`src/rcv_consts.svh`:
```
// register offsets, reset values and field positions of the reset-cause block
`ifndef RCV_CONSTS_SVH
`define RCV_CONSTS_SVH

// -----------------------------------------------------------------------------
// register byte offsets and decoded selects
// -----------------------------------------------------------------------------
`define RCV_OFF_CAUSE_A  8'h00
`define RCV_OFF_CAUSE_B  8'h04
`define RCV_OFF_IRQ_STAT 8'h08
`define RCV_OFF_IRQ_MASK 8'h0C
`define RCV_OFF_CTRL     8'h10
`define RCV_SEL_NONE     3'h0
`define RCV_SEL_CAUSE_A  3'h1
`define RCV_SEL_CAUSE_B  3'h2
`define RCV_SEL_IRQ_STAT 3'h3
`define RCV_SEL_IRQ_MASK 3'h4
`define RCV_SEL_CTRL     3'h5

// -----------------------------------------------------------------------------
// reset values and field layout
// -----------------------------------------------------------------------------
`define RCV_A_RESET      8'h3D
`define RCV_A_ACTIVE     8'hC0
`define RCV_B_MEMORY_VIOLATION_FLAG       1
`define RCV_MEMORY_VIOLATION_FLAG_RESET   1'h1
`define RCV_ST_MEMORY_VIOLATION_FLAG      8
`define RCV_ST_RESET     9'h000
`define RCV_MASK_RESET   9'h000
`define RCV_CTRL_SAF     0
`define RCV_CTRL_RESET   1'h0
`define RCV_RESP_OKAY    2'h0
`define RCV_RESP_SLVERR  2'h2

// -----------------------------------------------------------------------------
// default execution area bounds
// -----------------------------------------------------------------------------
`define RCV_FLASH_TOP    15'h07FF
`define RCV_SAF_LO       15'h0780
`define RCV_SAF_HI       15'h07FF

`endif

```
`src/rcv_pkg.sv`:
```
// types shared by the reset-cause block
package rcv_pkg;
    typedef logic [14:0] rcv_pc_t;
    typedef logic [2:0]  rcv_sel_t;

    typedef struct packed {
        logic    prefetch;
        logic    valid;
        rcv_pc_t addr;
    } rcv_exec_s;

    // bit order matches the cause register a layout, bit 7 first
    typedef struct packed {
        logic stack_over;
        logic stack_under;
        logic wdt_window;
        logic wdt_timeout;
        logic pin_reset;
        logic reset_instr;
        logic power_on;
        logic brown_out;
    } rcv_cause_s;
endpackage

```
`src/rcv_exec_check.sv`:
```
// execution area check: flags execution of an instruction from an invalid address
`timescale 1ns/10ps
`include "rcv_consts.svh"

module rcv_exec_check #(
    parameter rcv_pkg::rcv_pc_t FLASH_TOP = `RCV_FLASH_TOP,
    parameter rcv_pkg::rcv_pc_t SAF_LO    = `RCV_SAF_LO,
    parameter rcv_pkg::rcv_pc_t SAF_HI    = `RCV_SAF_HI
) (
    input  wire logic                clk,
    input  wire logic                rst_n,
    input  wire rcv_pkg::rcv_exec_s  exec,
    input  wire logic                saf_en,
    output logic                     hit,
    output logic                     viol
);
    import rcv_pkg::*;

    logic in_flash;
    logic in_saf;
    logic viol_reg;

    // bounds come from the implemented flash size
    assign in_flash = (exec.addr <= FLASH_TOP);
    assign in_saf   = saf_en && (exec.addr >= SAF_LO) && (exec.addr <= SAF_HI);
    // prefetch alone never counts, only a real execute
    assign hit      = exec.valid && (!in_flash || in_saf);
    assign viol     = viol_reg;

    always_ff @(posedge clk or negedge rst_n) begin
        if (!rst_n) begin
            viol_reg <= 1'b0;
        end else begin
            viol_reg <= hit;
        end
    end

    // -------------------------------------------------------------------------
    // checks
    // -------------------------------------------------------------------------
    property p_out_of_flash;
        @(posedge clk) disable iff (!rst_n)
        (exec.valid && exec.addr > FLASH_TOP) |=> viol;
    endproperty
    a_out_of_flash: assert property (p_out_of_flash) else $error("execute beyond flash gave no violation");

    property p_saf_exec;
        @(posedge clk) disable iff (!rst_n)
        (exec.valid && saf_en && exec.addr >= SAF_LO && exec.addr <= SAF_HI) |=> viol;
    endproperty
    a_saf_exec: assert property (p_saf_exec) else $error("execute in storage area gave no violation");

    property p_prefetch_only;
        @(posedge clk) disable iff (!rst_n)
        (!exec.valid) |=> !viol;
    endproperty
    a_prefetch_only: assert property (p_prefetch_only) else $error("violation without an execute");
endmodule

```
`src/rcv_reset_cause.sv`:
```
// reset-cause flags, execution violation reset and AXI4-Lite register access
//
// How it works
// - executing from outside the valid flash area raises a reset request
// - with the storage area enabled, executing inside it also raises one
// - a fetch that is only prefetched and never executed raises nothing
// - violation acts at once and drops any interrupt request that same cycle
// - a violation resets and drives the active-low memory violation flag low
// - separate sticky flags for each of the nine reset causes
// - each reset updates only its own flag, others keep their value
// - hardware never returns a flag to inactive, software does that
// - software may set flags active; stored and readable, no reset follows
//
// Added by the designer: the placing of the registers and the AXI4-Lite slave port.
`timescale 1ns/10ps
`include "rcv_consts.svh"

module rcv_reset_cause #(
    parameter rcv_pkg::rcv_pc_t FLASH_TOP = `RCV_FLASH_TOP,
    parameter rcv_pkg::rcv_pc_t SAF_LO    = `RCV_SAF_LO,
    parameter rcv_pkg::rcv_pc_t SAF_HI    = `RCV_SAF_HI
) (
    input  wire logic                SYS_CLK,
    input  wire logic                RESET_N,
    input  wire logic [7:0]          S_AXI_AWADDR,
    input  wire logic [2:0]          S_AXI_AWPROT,
    input  wire logic                S_AXI_AWVALID,
    output logic                     S_AXI_AWREADY,
    input  wire logic [31:0]         S_AXI_WDATA,
    input  wire logic [3:0]          S_AXI_WSTRB,
    input  wire logic                S_AXI_WVALID,
    output logic                     S_AXI_WREADY,
    output logic [1:0]               S_AXI_BRESP,
    output logic                     S_AXI_BVALID,
    input  wire logic                S_AXI_BREADY,
    input  wire logic [7:0]          S_AXI_ARADDR,
    input  wire logic [2:0]          S_AXI_ARPROT,
    input  wire logic                S_AXI_ARVALID,
    output logic                     S_AXI_ARREADY,
    output logic [31:0]              S_AXI_RDATA,
    output logic [1:0]               S_AXI_RRESP,
    output logic                     S_AXI_RVALID,
    input  wire logic                S_AXI_RREADY,
    input  wire rcv_pkg::rcv_exec_s  EXEC,
    input  wire rcv_pkg::rcv_cause_s CAUSE_EVENT,
    input  wire logic                INT_REQ,
    output logic                     INT_TO_CPU,
    output logic                     VIOL_RESET,
    output logic                     IRQ
);
    import rcv_pkg::*;

    localparam logic [7:0] A_ACTIVE = `RCV_A_ACTIVE;

    // -------------------------------------------------------------------------
    // helpers
    // -------------------------------------------------------------------------
    function automatic rcv_sel_t decode(input logic [7:0] addr);
        logic [7:0] word;
        word = {addr[7:2], 2'h0};
        case (word)
            `RCV_OFF_CAUSE_A:  decode = `RCV_SEL_CAUSE_A;
            `RCV_OFF_CAUSE_B:  decode = `RCV_SEL_CAUSE_B;
            `RCV_OFF_IRQ_STAT: decode = `RCV_SEL_IRQ_STAT;
            `RCV_OFF_IRQ_MASK: decode = `RCV_SEL_IRQ_MASK;
            `RCV_OFF_CTRL:     decode = `RCV_SEL_CTRL;
            default:           decode = `RCV_SEL_NONE;
        endcase
    endfunction

    // byte strobes widened to a bit mask of the low two lanes
    function automatic logic [15:0] lanes(input logic [3:0] strb);
        lanes = {{8{strb[1]}}, {8{strb[0]}}};
    endfunction

    // -------------------------------------------------------------------------
    // bus write path
    // -------------------------------------------------------------------------
    logic        aw_full_reg;
    logic        w_full_reg;
    logic [7:0]  aw_addr_reg;
    logic [31:0] w_data_reg;
    logic [3:0]  w_strb_reg;
    logic        aw_take;
    logic        w_take;
    logic        wr_fire;
    logic        aw_full_next;
    logic        w_full_next;
    logic        bvalid_next;
    rcv_sel_t    wsel;
    logic [15:0] wmask;
    logic [15:0] wlanes;

    assign aw_take      = S_AXI_AWVALID && S_AXI_AWREADY;
    assign w_take       = S_AXI_WVALID && S_AXI_WREADY;
    assign wr_fire      = aw_full_reg && w_full_reg && !S_AXI_BVALID;
    assign aw_full_next = wr_fire ? 1'b0 : (aw_full_reg || aw_take);
    assign w_full_next  = wr_fire ? 1'b0 : (w_full_reg || w_take);
    assign bvalid_next  = wr_fire ? 1'b1 : (S_AXI_BVALID && !S_AXI_BREADY);
    assign wsel         = decode(aw_addr_reg);
    assign wlanes       = lanes(w_strb_reg);
    assign wmask        = wlanes & w_data_reg[15:0];

    always_ff @(posedge SYS_CLK or negedge RESET_N) begin
        if (!RESET_N) begin
            aw_full_reg   <= 1'b0;
            w_full_reg    <= 1'b0;
            S_AXI_AWREADY <= 1'b0;
            S_AXI_WREADY  <= 1'b0;
            S_AXI_BVALID  <= 1'b0;
            S_AXI_BRESP   <= `RCV_RESP_OKAY;
        end else begin
            aw_full_reg   <= aw_full_next;
            w_full_reg    <= w_full_next;
            S_AXI_AWREADY <= !aw_full_next && !bvalid_next;
            S_AXI_WREADY  <= !w_full_next && !bvalid_next;
            S_AXI_BVALID  <= bvalid_next;
            if (wr_fire) begin
                S_AXI_BRESP <= (wsel == `RCV_SEL_NONE) ? `RCV_RESP_SLVERR : `RCV_RESP_OKAY;
            end
        end
    end

    always_ff @(posedge SYS_CLK or negedge RESET_N) begin
        if (!RESET_N) begin
            aw_addr_reg <= 8'h00;
            w_data_reg  <= 32'h0000_0000;
            w_strb_reg  <= 4'h0;
        end else begin
            if (aw_take) begin
                aw_addr_reg <= S_AXI_AWADDR;
            end
            if (w_take) begin
                w_data_reg <= S_AXI_WDATA;
                w_strb_reg <= S_AXI_WSTRB;
            end
        end
    end

    // -------------------------------------------------------------------------
    // execution check
    // -------------------------------------------------------------------------
    logic ctrl_saf_reg;
    logic chk_hit;
    logic chk_viol;

    rcv_exec_check #(
        .FLASH_TOP (FLASH_TOP),
        .SAF_LO    (SAF_LO),
        .SAF_HI    (SAF_HI)
    ) u_check (
        .clk    (SYS_CLK),
        .rst_n  (RESET_N),
        .exec   (EXEC),
        .saf_en (ctrl_saf_reg),
        .hit    (chk_hit),
        .viol   (chk_viol)
    );

    assign VIOL_RESET = chk_viol;

    // interrupt pass-through loses the request in the violation cycle
    always_ff @(posedge SYS_CLK or negedge RESET_N) begin
        if (!RESET_N) begin
            INT_TO_CPU <= 1'b0;
        end else begin
            INT_TO_CPU <= INT_REQ && !chk_hit;
        end
    end

    // -------------------------------------------------------------------------
    // reset-cause flags; they only see RESET_N at power-up, so they
    // survive every reset that they record
    // -------------------------------------------------------------------------
    logic [7:0] cause_a_reg;
    logic [7:0] cause_a_next;
    logic       memory_violation_flag_reg;
    logic       memory_violation_flag_next;

    always_comb begin
        cause_a_next = cause_a_reg;
        if (wr_fire && wsel == `RCV_SEL_CAUSE_A) begin
            // stored as written, never acted on
            cause_a_next = (cause_a_reg & ~wlanes[7:0]) | wmask[7:0];
        end
        for (int i = 0; i < 8; i++) begin
            if (CAUSE_EVENT[i]) begin
                cause_a_next[i] = A_ACTIVE[i];
            end
        end
    end

    always_comb begin
        memory_violation_flag_next = memory_violation_flag_reg;
        if (wr_fire && wsel == `RCV_SEL_CAUSE_B && w_strb_reg[0]) begin
            memory_violation_flag_next = w_data_reg[`RCV_B_MEMORY_VIOLATION_FLAG];
        end
        // hardware only ever drives the flag active; event beats the write
        if (chk_viol) begin
            memory_violation_flag_next = 1'b0;
        end
    end

    always_ff @(posedge SYS_CLK or negedge RESET_N) begin
        if (!RESET_N) begin
            cause_a_reg <= `RCV_A_RESET;
            memory_violation_flag_reg    <= `RCV_MEMORY_VIOLATION_FLAG_RESET;
        end else begin
            cause_a_reg <= cause_a_next;
            memory_violation_flag_reg    <= memory_violation_flag_next;
        end
    end

    // -------------------------------------------------------------------------
    // control, interrupt status and mask
    // -------------------------------------------------------------------------
    logic [8:0] irq_stat_reg;
    logic [8:0] irq_mask_reg;
    logic [8:0] stat_clr;

    assign stat_clr = (wr_fire && wsel == `RCV_SEL_IRQ_STAT) ? wmask[8:0] : 9'h000;

    always_ff @(posedge SYS_CLK or negedge RESET_N) begin
        if (!RESET_N) begin
            irq_stat_reg <= `RCV_ST_RESET;
            irq_mask_reg <= `RCV_MASK_RESET;
            ctrl_saf_reg <= `RCV_CTRL_RESET;
            IRQ          <= 1'b0;
        end else begin
            // a new event in the clearing cycle stays set
            irq_stat_reg <= (irq_stat_reg & ~stat_clr) | {chk_viol, CAUSE_EVENT};
            if (wr_fire && wsel == `RCV_SEL_IRQ_MASK) begin
                irq_mask_reg <= (irq_mask_reg & ~wlanes[8:0]) | wmask[8:0];
            end
            if (wr_fire && wsel == `RCV_SEL_CTRL && w_strb_reg[0]) begin
                ctrl_saf_reg <= w_data_reg[`RCV_CTRL_SAF];
            end
            IRQ <= |(irq_stat_reg & irq_mask_reg);
        end
    end

    // -------------------------------------------------------------------------
    // bus read path
    // -------------------------------------------------------------------------
    logic        ar_take;
    logic [31:0] rd_word;
    rcv_sel_t    rsel;

    assign ar_take = S_AXI_ARVALID && S_AXI_ARREADY;
    assign rsel    = decode(S_AXI_ARADDR);

    always_comb begin
        rd_word = 32'h0000_0000;
        case (rsel)
            `RCV_SEL_CAUSE_A:  rd_word[7:0] = cause_a_reg;
            `RCV_SEL_CAUSE_B:  rd_word[`RCV_B_MEMORY_VIOLATION_FLAG] = memory_violation_flag_reg;
            `RCV_SEL_IRQ_STAT: rd_word[8:0] = irq_stat_reg;
            `RCV_SEL_IRQ_MASK: rd_word[8:0] = irq_mask_reg;
            `RCV_SEL_CTRL:     rd_word[`RCV_CTRL_SAF] = ctrl_saf_reg;
            default:           rd_word = 32'h0000_0000;
        endcase
    end

    always_ff @(posedge SYS_CLK or negedge RESET_N) begin
        if (!RESET_N) begin
            S_AXI_ARREADY <= 1'b0;
            S_AXI_RVALID  <= 1'b0;
            S_AXI_RDATA   <= 32'h0000_0000;
            S_AXI_RRESP   <= `RCV_RESP_OKAY;
        end else if (ar_take) begin
            S_AXI_ARREADY <= 1'b0;
            S_AXI_RVALID  <= 1'b1;
            S_AXI_RDATA   <= rd_word;
            S_AXI_RRESP   <= (rsel == `RCV_SEL_NONE) ? `RCV_RESP_SLVERR : `RCV_RESP_OKAY;
        end else if (S_AXI_RVALID) begin
            S_AXI_RVALID  <= !S_AXI_RREADY;
            S_AXI_ARREADY <= S_AXI_RREADY;
        end else begin
            S_AXI_ARREADY <= 1'b1;
        end
    end

    // -------------------------------------------------------------------------
    // checks
    // -------------------------------------------------------------------------
    property p_int_dropped;
        @(posedge SYS_CLK) disable iff (!RESET_N)
        (chk_hit && INT_REQ) |=> (!INT_TO_CPU && VIOL_RESET);
    endproperty
    a_int_dropped: assert property (p_int_dropped) else $error("interrupt passed in violation cycle");

    property p_memory_violation_flag_low;
        @(posedge SYS_CLK) disable iff (!RESET_N)
        VIOL_RESET |=> (memory_violation_flag_reg == 1'b0 && irq_stat_reg[`RCV_ST_MEMORY_VIOLATION_FLAG]);
    endproperty
    a_memory_violation_flag_low: assert property (p_memory_violation_flag_low) else $error("violation did not clear memory violation flag");

    property p_stack_over_flag;
        @(posedge SYS_CLK) disable iff (!RESET_N)
        CAUSE_EVENT.stack_over |=> cause_a_reg[7];
    endproperty
    a_stack_over_flag: assert property (p_stack_over_flag) else $error("stack overflow flag not set");

    property p_others_kept;
        @(posedge SYS_CLK) disable iff (!RESET_N)
        (VIOL_RESET && CAUSE_EVENT == 8'h00 && !wr_fire) |=> $stable(cause_a_reg);
    endproperty
    a_others_kept: assert property (p_others_kept) else $error("other cause flags changed on violation");

    property p_memory_violation_flag_sticky;
        @(posedge SYS_CLK) disable iff (!RESET_N)
        (!memory_violation_flag_reg && !(wr_fire && wsel == `RCV_SEL_CAUSE_B)) |=> !memory_violation_flag_reg;
    endproperty
    a_memory_violation_flag_sticky: assert property (p_memory_violation_flag_sticky) else $error("flag went inactive without software");

    property p_sw_no_reset;
        @(posedge SYS_CLK) disable iff (!RESET_N)
        (wr_fire && !chk_hit) |=> !VIOL_RESET;
    endproperty
    a_sw_no_reset: assert property (p_sw_no_reset) else $error("software write caused a reset");

    property p_irq_level;
        @(posedge SYS_CLK) disable iff (!RESET_N)
        (|(irq_stat_reg & irq_mask_reg)) |=> IRQ;
    endproperty
    a_irq_level: assert property (p_irq_level) else $error("unmasked status did not raise interrupt");
endmodule

```
`config.mk`:
```
export PLATFORM = sky130hd
export DESIGN_NAME = rcv_reset_cause
export DESIGN_NICKNAME = d
export VERILOG_FILES = /design/src/rcv_pkg.sv /design/src/rcv_exec_check.sv /design/src/rcv_reset_cause.sv
export VERILOG_INCLUDE_DIRS = /design/src
export SDC_FILE = /design/constraint.sdc
export NUM_CORES = 1
export LEC_CHECK = 0
export BUFFER_PORTS_ARGS = -buffer_cell sky130_fd_sc_hd__buf_4
export CORE_UTILIZATION = 25
export CTS_CLUSTER_DIAMETER = 200
export DETAILED_ROUTE_END_ITERATION = 6
export SYNTH_ARGS = -nofsm -noshare
export SYNTH_HDL_FRONTEND = slang
export SYNTH_HIERARCHICAL = 1
export SYNTH_SLANG_ARGS = --single-unit
```
`constraint.sdc`:
```
create_clock -name SYS_CLK -period 4.5 [get_ports SYS_CLK]
set_input_delay 0.675 -clock SYS_CLK [delete_from_list [all_inputs] [get_ports SYS_CLK]]
set_output_delay 0.675 -clock SYS_CLK [all_outputs]
set_load 0.01 [all_outputs]
```
==> qor.csv, run 1 <==
metric,value,unit
status,finished clean,
worst-path cell chain,nor4b_4 > nand3_4 > mux2_2,
fraction of layout cells with a size suffix above 1,0.388,
"Core Util, Final",0.328,
placed insts,479,
final period utilization,0.472,
critical path's slowest cell,nor4b_4,
Setup TNS,0,ns
final-stage net count,413,
Hold WC Path Type,input port to asynchronous set/reset pin,
drt pass-1 iters,4,
Post-synth EDFFs,0,
Area after DPL,0.00371,sq mm
setup bufs post-CTS,0,
synthesized area,0.00315,sq mm
"FFs w/ async S/R, synth",1.00,
final antenna-violating net count,0,
Root Driver,clkbuf_16,
core area,0.0122,sq mm
CP startpoint,aw_addr_reg[5],
antenna violations before repair,0,
Clock transition at path regs,0.05,ns
max cap viols,0,
"non-filler cells, final",495,
top post-synthesis cells by count,"60 x dfrtp_1, 34 x mux2_2, 26 x buf_4",
CTS Buffer Depth,2,
Post-CTS Resized,0,
die height,114,um
"area leader, netlist",dfrtp_1,
# IOs,135,
first-pass GRT wire length,11500,um
CP Class,flip-flop to flip-flop,
Critical Path Source Type,flip-flop,
Overall Global Routing Usage,0.118,
TritonCTS buffer count,9,
worst-skew pair later-pin latency,0.33,ns
CTS Hold Bufs,0,
final wirelength,7140,um
worst-path maximum fanout,18,
starting density of the core,0.259,
overall die area,0.0131,sq mm
Pleak,1.75,nW
CP Capture Type,flip-flop,
Synth area leaders,"dfrtp_1 48%, mux2_2 12%, buf_4 6.2%",
CP max stage delay,0.92,ns
GPL Wtd Cong,0.771,
filler cell count,1265,
die width,114,um
PwrDens,514,mW/mm^2
min cycle time layout,2.13,ns
# diodes,0,
total number of vias,2231,
hpwl dp,5170,um
# rows,40,
final instance area,0.00399,sq mm
Yosys cell types,41,
Clock Sinks,66,
Min Hold Slack,0.455,ns
yosys warns,6,
htree depth,3,
unrepaired setup endpoints after global routing,false,
Syn Inst Count,258,
Seq cells post-synth,66,
wire per inst,14.4,um
endpoints failing setup,0,
Area Overhead vs Synth,26.7,%
Port Buffers,66,
WP data required,4.71,ns
worst-case headroom to the max-slew limit,0.295,
Clock Skews,0.00501,ns
Max VDD drop,0.398,mV
gr ovfl total,0,
Fin. Hold Viols,0,
Slew Limit Fails,0,
largest net degree at the start of global routing,67,
Synth top area share,0.477,
CTS tree,built,
vias in the first global route,2160,
f_max,471,MHz
"Avg Cell Area, Syn",12.2,sq um
Avg Vias per Cell,4.51,
Worst-Margin Slew,1.05,ns
Critical R2R Launch,aw_addr_reg[5],
DR iter-0 viols,127,
prevailing post-synth register cell,dfrtp_1,
Crit path arrival time,2.34,ns
DRC viols,0,
"count leader, synth",dfrtp_1,
register area share after synthesis,0.527,
-- critical path: cells and delay by family (launching register included) --
kind,cells,cell delay (ns)
flip-flops,1,0.42
multiplexers,1,0.37
AND/OR/NAND/NOR,2,1.22
-- cell usage in the layout (no fill, tap or decap), drive strengths merged, types with 2 or more instances in the layout --
master	count
a21o	9
a21oi	9
a22o	15
and3b	2
buf	66
clkbuf	14
clkinv	2
conb	25
dfrtp	60
dfstp	6
inv	3
mux2	34
mux2i	5
nand2	5
nand2b	3
nand3	4
nand4	18
nor2	12
nor2b	5
nor3	2
nor4b	2
o21a	2
o21ai	3
o41ai	7
or3	3
-- cell type report --
class,count,area (sq um),share of cell area
tap,168,210,0.0527
sequential,66,1660,0.416
timing repair buffer,66,495,0.124
multi-input combinational,176,1330,0.334
inverter,3,11.3,0.00282
clock inverter,2,10.0,0.00251
clock buffer,14,274,0.0687
-- power breakdown --
group / switching, W / leakage, nW / internal [W] / total [W]
logic: 0.000265 / 0.834 / 0.000248 / 0.000513
registers: 0.000147 / 0.779 / 0.000741 / 0.000888
clock network: 0.000235 / 0.143 / 0.000416 / 0.000650
total: 0.000646 / 1.75 / 0.00140 / 0.00205
-- cell families (layout without fill, tap and decap cells) --
group | after synthesis | count (layout) | synth area share
compound gates | 51 | 51 | 0.126
buf+inv | 40 | 85 | 0.0794
flops | 66 | 66 | 0.527
mux | 40 | 40 | 0.145
other cells | 1 | 25 | 0.00119
simple gates | 60 | 60 | 0.122
-- through the flow --
step           total power, W  setup WS, ns
2_1_floorplan         0.00123          2.82
3_3_place_gp          0.00139          2.41
3_5_place_dp          0.00141          2.37
4_1_cts               0.00208          2.36
5_1_grt               0.00218          2.20
6_report              0.00205          2.37
-- routing by layer --
metal  vias to the layer above  share of wire  GRT usage
li1                       1041              -          -
met1                      1102           0.47      0.159
met2                        82           0.47      0.175
met3                         6          0.055     0.0418
met4                         0         0.0088     0.0416
met5                         -              0          0
-- final timing paths --
check                                  to  slack, ns  cells after the start
setup / recovery                flip-flop       2.37                      3
hold / removal                        IRQ       0.45                      1
setup reg to reg                flip-flop       2.37                      3
hold reg to reg            cause_a_reg[5]       0.48                      2
max in group asynchronous      w_full_reg       3.49                      1
min in group SYS_CLK       cause_a_reg[2]       0.47                      2
Power figures use the tool's default switching activity.
==> run 2: changes to the inputs <==
Settings changed: ABC_AREA set to 1.
Clock period 4.5 ns to 2.18 ns, I/O delays scaled along.
==> qor.csv, run 2 <==
metric,value,unit
status,finished clean,
# diodes,0,
PwrDens,1000,mW/mm^2
hpwl dp,5990,um
Syn Inst Count,404,
# IOs,135,
min cycle time layout,1.49,ns
Post-CTS Resized,0,
wire per inst,12.2,um
Worst-Margin Slew,0.839,ns
CP Class,flip-flop to flip-flop,
register area share after synthesis,0.501,
Critical R2R Launch,S_AXI_BVALID,
top post-synthesis cells by count,"109 x nand2_1, 60 x dfrtp_1, 54 x inv_1",
synthesized area,0.00331,sq mm
prevailing post-synth register cell,dfrtp_1,
setup bufs post-CTS,0,
Synth top area share,0.454,
CTS Hold Bufs,0,
Root Driver,clkbuf_16,
WP data required,2.39,ns
Synth area leaders,"dfrtp_1 45%, nand2_1 12%, inv_1 6.1%",
Pleak,2.06,nW
htree depth,3,
"area leader, netlist",dfrtp_1,
Setup TNS,0,ns
Area Overhead vs Synth,26.8,%
R2R Setup Slk,0.69,ns
Post-synth EDFFs,0,
worst-path maximum fanout,9,
Min Hold Slack,0.0869,ns
die width,117,um
antenna violations before repair,0,
"Avg Cell Area, Syn",8.19,sq um
Overall Global Routing Usage,0.131,
max cap viols,0,
Clock Skews,0.00519,ns
pre-CTS setup slack,0.599,ns
DRC viols,0,
first-pass GRT wire length,13300,um
Hold WC Path Type,input port to asynchronous set/reset pin,
drt pass-1 iters,4,
most frequent cells in the layout,"109 x nand2_1, 71 x buf_4, 60 x dfrtp_1",
die height,117,um
Clock transition at path regs,0.05,ns
filler cell count,1364,
Max VDD drop,0.555,mV
Critical Path Source Type,flip-flop,
core area,0.0128,sq mm
TritonCTS buffer count,9,
f_max,671,MHz
final instance area,0.00420,sq mm
"count leader, synth",nand2_1,
gr ovfl total,0,
GPL Wtd Cong,0.831,
Critical R2R Capture,irq_stat_reg[7],
DR iter-0 viols,105,
Crit path arrival time,1.70,ns
final wirelength,7950,um
Slew Limit Fails,0,
"FFs w/ async S/R, synth",1.00,
worst-skew pair later-pin latency,0.33,ns
Port Buffers,66,
starting density of the core,0.259,
CTS tree,built,
final period utilization,0.683,
Clock Sinks,66,
Avg Vias per Cell,4.32,
Fin. Hold Viols,0,
endpoints failing setup,0,
reg2reg path depth,6,
final antenna-violating net count,0,
# rows,41,
overall die area,0.0137,sq mm
unrepaired setup endpoints after global routing,false,
Total Power,0.00420,W
yosys warns,6,
Yosys cell types,28,
largest net degree at the start of global routing,67,
final-stage net count,566,
worst-case headroom to the max-slew limit,0.441,
CP Capture Type,flip-flop,
"most common cell after layout, fill and taps aside",nand2_1,
fraction of layout cells with a size suffix above 1,0.234,
Seq cells post-synth,66,
post-route setup slack,0.691,ns
Area after DPL,0.00391,sq mm
CTS Buffer Depth,2,
vias in the first global route,2877,
total number of vias,2810,
-- run 2: changes by cell type after synthesis, moves of 6 or more --
cell | previous run | this run
inv_1 | 3 | 54
o41ai_1 | 6 | 0
o21ai_2 | 0 | 8
mux2_2 | 34 | 0
nand3_1 | 3 | 24
o31ai_1 | 0 | 6
nor2_1 | 12 | 27
a22o_1 | 15 | 1
o21ai_0 | 2 | 35
nand2_1 | 5 | 109
a21o_1 | 9 | 0
-- run 2: worst max-delay path, stage by stage, from the launching register on --
cell     delay (ns)
dfrtp_1        0.37
inv_1          0.08
nand3_2        0.16
inv_1          0.22
nand3_2        0.23
o21ai_0        0.24
nand2_1        0.07
-- run 2: where the power goes --
part / internal (W) / switching [W]
Combinational: 0.000396 / 0.000688
Clock: 0.000905 / 0.000493
Sequential: 0.00152 / 0.000198
Total: 0.00282 / 0.00138
-- run 2: worst max path at each step --
stage	startpoint	end	depth (start not counted)
2_1_floorplan	S_AXI_BVALID	flip-flop	7
3_3_place_gp	S_AXI_ARADDR[7]	S_AXI_RDATA[2]	8
3_5_place_dp	S_AXI_ARADDR[7]	S_AXI_RDATA[4]	8
4_1_cts	S_AXI_BVALID	irq_stat_reg[7]	6
5_1_grt	S_AXI_BVALID	irq_stat_reg[2]	6
6_report	S_AXI_BVALID	irq_stat_reg[7]	6
-- run 2: metal layers --
| metal | wire, um | part of all wire | track usage |
|---|---|---|---|
| met1 | 3500 | 0.44 | 0.153 |
| met2 | 3820 | 0.48 | 0.219 |
| met3 | 530 | 0.067 | 0.0458 |
| met4 | 106 | 0.013 | 0.0523 |
| met5 | 0 | 0 | 0 |
-- run 2: final cells by class --
class                   instances  area [sq um]  area share
flip-flops and latches         66          1660       0.395
multi-input cells             272          1290       0.309
repair buffers                 71           533       0.127
clock buffers                  12           246      0.0588
well taps                     172           215      0.0513
inverters                      55           206      0.0492
clock inverters                 3          40.0     0.00954
-- run 2: per-stage QoR --
stage	cells	utilization
after floorplan	428	-
after global placement	636	0.306
after detailed placement	636	0.306
after CTS	651	0.328
after global routing	651	0.328
final	651	0.328
-- run 2: logic make-up after synthesis --
group,Yosys count,share of synthesized area
flops,66,0.501
other cells,1,0.00113
compound gates,57,0.103
buf+inv,90,0.135
simple gates,190,0.260
